File: src/include/rate_change_params.svh
// constants for the sample-rate change sequencer
// Overview of operation
// - After a clock selection change the device resynchronises and drops every host write.
// - While resynchronising every host read returns the busy byte 80h.
// - With calibrate-on-exit set the host polls calibration-in-progress, held for 128 samples.
// - The device drives the external transceiver enable and direction itself.
// - Leaving the gate with calibrate-on-exit set and no resync running starts calibration, else offsets are kept.
// - Calibration-in-progress rises within five sample periods of the gate closing.
// - Transfers enabled during calibration do not begin until it completes.
`ifndef RATE_CHANGE_PARAMS_SVH
`define RATE_CHANGE_PARAMS_SVH
`define BUSY_BYTE          8'h80
`define RESYNC_SAMPLES     4
`define CAL_SAMPLES        128
`define CAL_START_SAMPLES  2
`define CAL_START_LIMIT    5
`define DIVIDER_RESET      3'h0
`define SOURCE_RESET       1'b0
`endif

File: src/include/rate_change_pkg.sv
// types for the sample-rate change sequencer
package rate_change_pkg;
   typedef struct packed {
      logic cs_b;
      logic rd_b;
      logic wr_b;
   } host_strobe_t;

   typedef struct packed {
      logic       clock_source_select;
      logic [2:0] rate_divider_select;
   } clock_sel_t;

   typedef enum logic [1:0] {
      S_IDLE,
      S_RESYNC,
      S_CAL_WAIT,
      S_CAL
   } seq_state_t;
endpackage

File: src/design/sample_rate_change_sequencer.sv
// sample-rate change sequencer: resync, busy reads, autocalibration, transceiver control
`timescale 1ns/1ps
`include "rate_change_params.svh"
module sample_rate_change_sequencer
   import rate_change_pkg::*;
#(
   parameter int RESYNC_SAMPLES    = `RESYNC_SAMPLES,
   parameter int CAL_SAMPLES       = `CAL_SAMPLES,
   parameter int CAL_START_SAMPLES = `CAL_START_SAMPLES
) (
   input  wire logic         sys_clk,
   input  wire logic         rst_b,
   input  wire host_strobe_t host_strobe,
   input  wire logic [7:0]   reg_rd_data,
   input  wire logic         mode_change_gate,
   input  wire logic         calibrate_on_exit,
   input  wire logic         sel_wr,
   input  wire clock_sel_t   sel_data,
   input  wire logic         sample_tick,
   input  wire logic         xfer_enable,
   output logic [7:0]        host_rd_data,
   output logic              data_oe_b,
   output logic              xcvr_en_b,
   output logic              xcvr_dir,
   output logic              wr_accept,
   output clock_sel_t        clock_sel,
   output logic              resync_busy,
   output logic              calibration_in_progress,
   output logic              xfer_run
);
   initial begin
      if (RESYNC_SAMPLES < 1 || RESYNC_SAMPLES > 511 || CAL_SAMPLES < 1 || CAL_SAMPLES > 511)
         $error("sequencer counts out of range");
      if (CAL_START_SAMPLES < 1 || CAL_START_SAMPLES > `CAL_START_LIMIT)
         $error("calibration start delay out of range");
   end

   // pins are asynchronous: two flops before any use
   host_strobe_t strb_s1_r, strb_s2_r;
   logic         wr_prev_r;
   seq_state_t   state_r, state_nxt;
   logic [8:0]   cnt_r, cnt_nxt;
   logic         gate_prev_r;
   clock_sel_t   clock_sel_nxt;
   logic [7:0]   rd_data_nxt;
   logic         rd_act, wr_act, wr_edge, gate_fell;

   assign rd_act    = !strb_s2_r.cs_b && !strb_s2_r.rd_b;
   assign wr_act    = !strb_s2_r.cs_b && !strb_s2_r.wr_b;
   assign wr_edge   = wr_act && !wr_prev_r;
   assign gate_fell = gate_prev_r && !mode_change_gate;

   always_comb begin
      state_nxt     = state_r;
      cnt_nxt       = cnt_r;
      clock_sel_nxt = clock_sel;
      unique case (state_r)
         S_IDLE: begin
            // selection only moves with the gate open, one write carries both fields
            if (sel_wr && mode_change_gate) begin
               clock_sel_nxt = sel_data;
               if (sel_data != clock_sel) begin
                  state_nxt = S_RESYNC;
                  cnt_nxt   = '0;
               end
            end else if (gate_fell && calibrate_on_exit) begin
               state_nxt = S_CAL_WAIT;
               cnt_nxt   = '0;
            end
         end
         S_RESYNC: begin
            if (sample_tick) begin
               if (cnt_r == 9'(RESYNC_SAMPLES - 1)) begin
                  state_nxt = S_IDLE;
               end else begin
                  cnt_nxt = cnt_r + 9'h001;
               end
            end
         end
         S_CAL_WAIT: begin
            // start well inside the five-sample window
            if (sample_tick) begin
               if (cnt_r == 9'(CAL_START_SAMPLES - 1)) begin
                  state_nxt = S_CAL;
                  cnt_nxt   = '0;
               end else begin
                  cnt_nxt = cnt_r + 9'h001;
               end
            end
         end
         S_CAL: begin
            if (sample_tick) begin
               if (cnt_r == 9'(CAL_SAMPLES - 1)) begin
                  state_nxt = S_IDLE;
               end else begin
                  cnt_nxt = cnt_r + 9'h001;
               end
            end
         end
      endcase
   end

   always_comb begin
      // busy byte hides the register file while clocks settle
      rd_data_nxt = (state_r == S_RESYNC) ? `BUSY_BYTE : reg_rd_data;
   end

   always_ff @(posedge sys_clk or negedge rst_b) begin
      if (!rst_b) begin
         strb_s1_r               <= '1;
         strb_s2_r               <= '1;
         wr_prev_r               <= 1'b0;
         gate_prev_r             <= 1'b0;
         state_r                 <= S_IDLE;
         cnt_r                   <= '0;
         clock_sel               <= '{`SOURCE_RESET, `DIVIDER_RESET};
         host_rd_data            <= '0;
         data_oe_b               <= 1'b1;
         xcvr_en_b               <= 1'b1;
         xcvr_dir                <= 1'b0;
         wr_accept               <= 1'b0;
         resync_busy             <= 1'b0;
         calibration_in_progress <= 1'b0;
         xfer_run                <= 1'b0;
      end else begin
         strb_s1_r               <= host_strobe;
         strb_s2_r               <= strb_s1_r;
         wr_prev_r               <= wr_act;
         gate_prev_r             <= mode_change_gate;
         state_r                 <= state_nxt;
         cnt_r                   <= cnt_nxt;
         clock_sel               <= clock_sel_nxt;
         host_rd_data            <= rd_data_nxt;
         data_oe_b               <= !rd_act;
         xcvr_en_b               <= !(rd_act || wr_act);
         xcvr_dir                <= rd_act;
         wr_accept               <= wr_edge && (state_r != S_RESYNC);
         resync_busy             <= (state_nxt == S_RESYNC);
         calibration_in_progress <= (state_nxt == S_CAL);
         // pending transfers held back until the flag drops
         xfer_run                <= xfer_enable && (state_nxt != S_CAL)
                                    && (state_nxt != S_CAL_WAIT);
      end
   end
endmodule // sample_rate_change_sequencer

File: config.mk
export PLATFORM = sky130hd
export DESIGN_NAME = sample_rate_change_sequencer
export DESIGN_NICKNAME = d
export VERILOG_FILES = /design/src/include/rate_change_pkg.sv /design/src/design/sample_rate_change_sequencer.sv
export VERILOG_INCLUDE_DIRS = /design/src /design/src/include
export SDC_FILE = /design/constraint.sdc
export NUM_CORES = 1
export LEC_CHECK = 0
export BUFFER_PORTS_ARGS = -buffer_cell sky130_fd_sc_hd__clkbuf_2
export CORE_UTILIZATION = 47
export CTS_CLUSTER_SIZE = 16
export DETAILED_ROUTE_END_ITERATION = 7
export GPL_ROUTABILITY_DRIVEN = 1
export PLACE_DENSITY = 0.75
export SKIP_CTS_REPAIR_TIMING = 1
export SLEW_MARGIN = 20
export SYNTH_ARGS = -nofsm -noshare
export SYNTH_HDL_FRONTEND = slang
export SYNTH_SLANG_ARGS = --single-unit
File: constraint.sdc
create_clock -name sys_clk -period 2 [get_ports sys_clk]
set_input_delay 0.4 -clock sys_clk [delete_from_list [all_inputs] [get_ports sys_clk]]
set_output_delay 0.4 -clock sys_clk [all_outputs]
set_load 0.005 [all_outputs]
==> out/results.ini <==
[synth]
synthCells = 144
synthTopCellsByArea = dfrtp_1 46%, dfstp_2 13%, and2_1 3.0%, mux2_2 2.7%, nand2_1 2.5%
synth-seq-cells = 38
ys_seq_area_share_pct = 58.5
yosysWarnings = 0
avgSynthCellArea_um2 = 11.4
syn_area_um2 = 1640
ys_types = 44
synth.largest_area_cell = dfrtp_1
synth_nets = 168
netlist.area_leader.share_pct = 45.7

[clocking]
cts_tree = built
clock_latency_ps = 330
htree_levels = 2
numCtsBuffers = 5
clk_path_buf_depth = 2
cts.sinks = 38
path_clk_slew_ps = 110
root_buffer = clkbuf_4

[critical_path]
cp_top_family = compound AO/OA/AOI/OAI gates
worst_path_largest_cell_delay_ps = 400
cp_max_fo = 6
cpMaxStageDelayCell = dfrtp_1
worstPathRequired_ps = 2230
critical_path_class = flop to flop
arrival_ps = 2100
critPathLaunchType = flop
crit_path_end_kind = flop
critPathBufInv = 1
path_cells = ha_2, and4bb_2, a31oi_1, o211ai_2, buf_4, a21o_1, a22o_1

[routing]
detail-route-antenna-nets = 0
first_pass_iters = 5
totalWireLength_um = 2900
wire_per_inst_um = 12.0
route.detailed.drc = 0
via_count = 1222
drt_iter0_drc = 70
viasPerCell = 5.05

[power]
pwr_density_cell_nw_per_um2 = 777
peakVddDrop_mv = 0.398
p_leak_nw = 0.958
design_power_total_mw = 1.56

[die]
die_y_um = 61.1
initial_utilization_pct = 49.2
coreArea_um2 = 3340
placementRows = 21
io_pins = 41
dieArea_um2 = 3740
die_w_um = 61.1

[timing]
max_freq_mhz = 534
final.period_utilization_pct = 93.6
worst_slew_pin_slew_ps = 589
setup_ws_ps = 128
drv_slew = 0
final.min_clock_period_ps = 1870
max-slew-margin-rel_pct = 60.4
hold_viol = 0
fin_worst_skew_ps = 7.18
setup_viol = 0

[final_layout]
regArea_um2 = 961
diodes = 0
final_nets = 219
multiInputGateArea_um2 = 648
syn_to_final_growth_pct = 21.9
fillers = 289
final_common_cell = clkbuf_2
final_cell_mix = 40 x clkbuf_2, 30 x dfrtp_1, 11 x nand2_1, 11 x nor2_1
layout-drive-gt1-share_pct = 39.3

[placed_design]
place.gp.congestion = 0.821
port_buffers = 40
dp_hpwl_um = 2180
post-place-ws_ps = 60.9

[flow_run]
max_cap_viol_count = 0

[global_route]
grt_overflow = 0
grt_first_pass_wirelength_um = 4640
antenna_found_initial = 0
grtUsageTotal_pct = 17.4
grt_start_max_net_pins = 39
first_global_vias = 1071

[hold_path]
hp-class = primary input to asynchronous set/reset pin

[run_status]
status = finished, final reports clean

synthesized netlist by cell type:
master and n:
nand2_1 11, o2bb2ai_1 1, buf_6 1, a21oi_1 4, nor3_1 2, a22o_1 2, mux2_2 4, nor2_1 11
and2_1 8, nand4_1 2, xnor2_1 4, and3_1 3, a2bb2oi_1 1, a41o_1 1, dfstp_2 8, a31oi_1 2
and3b_1 1, dfrtp_1 30, and4bb_2 1, o21bai_1 1, o21ba_2 1, nand3_1 3, nor4_2 1, o22a_1 1
nand2b_1 4, o31ai_1 2, or2_2 1, a41oi_1 1, nor4_1 1, buf_2 1, clkbuf_1 1, or4_4 1
ha_1 2, o21ai_0 7, o211ai_2 1, a31o_2 1, or2_1 1, inv_1 5, nor2_2 1, a21o_1 3
nor2b_1 2, o22ai_1 1, mux2i_1 1, or3_1 3
logic make-up after synthesis:
family,share of synthesized area (%)
AOI/OAI and AO/OA,12.9
xor gates and xnor gates,2.13
adders and majority gates,1.52
buffers and inverters,2.36
DFF,58.5
muxes,3.35
and+or+nand+nor,19.2
stage by stage:
stage | instances | cell area (µm²) | utilization [%] | hold WS (ps) | TNS (ps)
2_1_floorplan | 144 | 1640 | - | 104 | 0
3_3_place_gp | 233 | 1930 | 57.7 | 345 | 0
3_5_place_dp | 233 | 1930 | 57.7 | 348 | 0
4_1_cts | 241 | 1990 | 59.6 | 87.8 | 0
5_1_grt | 242 | 2000 | 60.0 | 108 | -2.33
6_report | 242 | 2000 | 60.0 | 81.7 | 0
state kept, by name, summed over array words and instances (netlist names):
| name | count |
|---|---|
| wr_prev_r | 1 |
| xcvr_en_b | 1 |
| state_r | 2 |
| strb_s2_r | 3 |
| cnt_r | 9 |
| xfer_run | 1 |
| calibration_in_progress | 1 |
| resync_busy | 1 |
| data_oe_b | 1 |
| gate_prev_r | 1 |
| clock_sel | 4 |
| wr_accept | 1 |
| strb_s1_r | 3 |
| xcvr_dir | 1 |
| host_rd_data | 8 |
path summary, 6_finish.rpt:
| kind | from | to | slack (ps) | cells after the start |
|---|---|---|---|---|
| setup / recovery | cnt_r[0] | cnt_r[4] | 130 | 7 |
| hold reg to reg | strb_s1_r[1] | strb_s2_r[1] | 360 | 0 |
| max in group asynchronous | rst_b | strb_s1_r[0] | 1580 | 2 |
| hold / removal | rst_b | state_r[1] | 80 | 2 |
| setup reg to reg | cnt_r[0] | cnt_r[4] | 130 | 7 |
| min in group sys_clk | host_strobe[1] | strb_s1_r[1] | 130 | 1 |
area by class of cell:
| cell class | count | share of cell area [%] |
|---|---|---|
| clock buffers | 6 | 2.56 |
| clock inverters | 2 | 0.625 |
| inverters | 5 | 0.938 |
| multi-input cells | 98 | 32.4 |
| flip-flops and latches | 38 | 48.0 |
| well taps | 46 | 2.88 |
| repair buffers | 47 | 12.6 |
metal layers:
metal | track usage (%) | part of all wire (%)
met1 | 23.7 | 46
met2 | 26.7 | 47
met3 | 5.67 | 5.1
met4 | 5.19 | 1.2
met5 | 0 | 0
power by group:
group / total (mW) / switching, mW / leakage [nW] / internal [mW]
combinational: 0.236 / 0.112 / 0.467 / 0.124
sequential: 0.920 / 0.0742 / 0.457 / 0.846
clock: 0.399 / 0.230 / 0.0343 / 0.169
total: 1.56 / 0.416 / 0.958 / 1.14
Power figures use the tool's default switching activity.
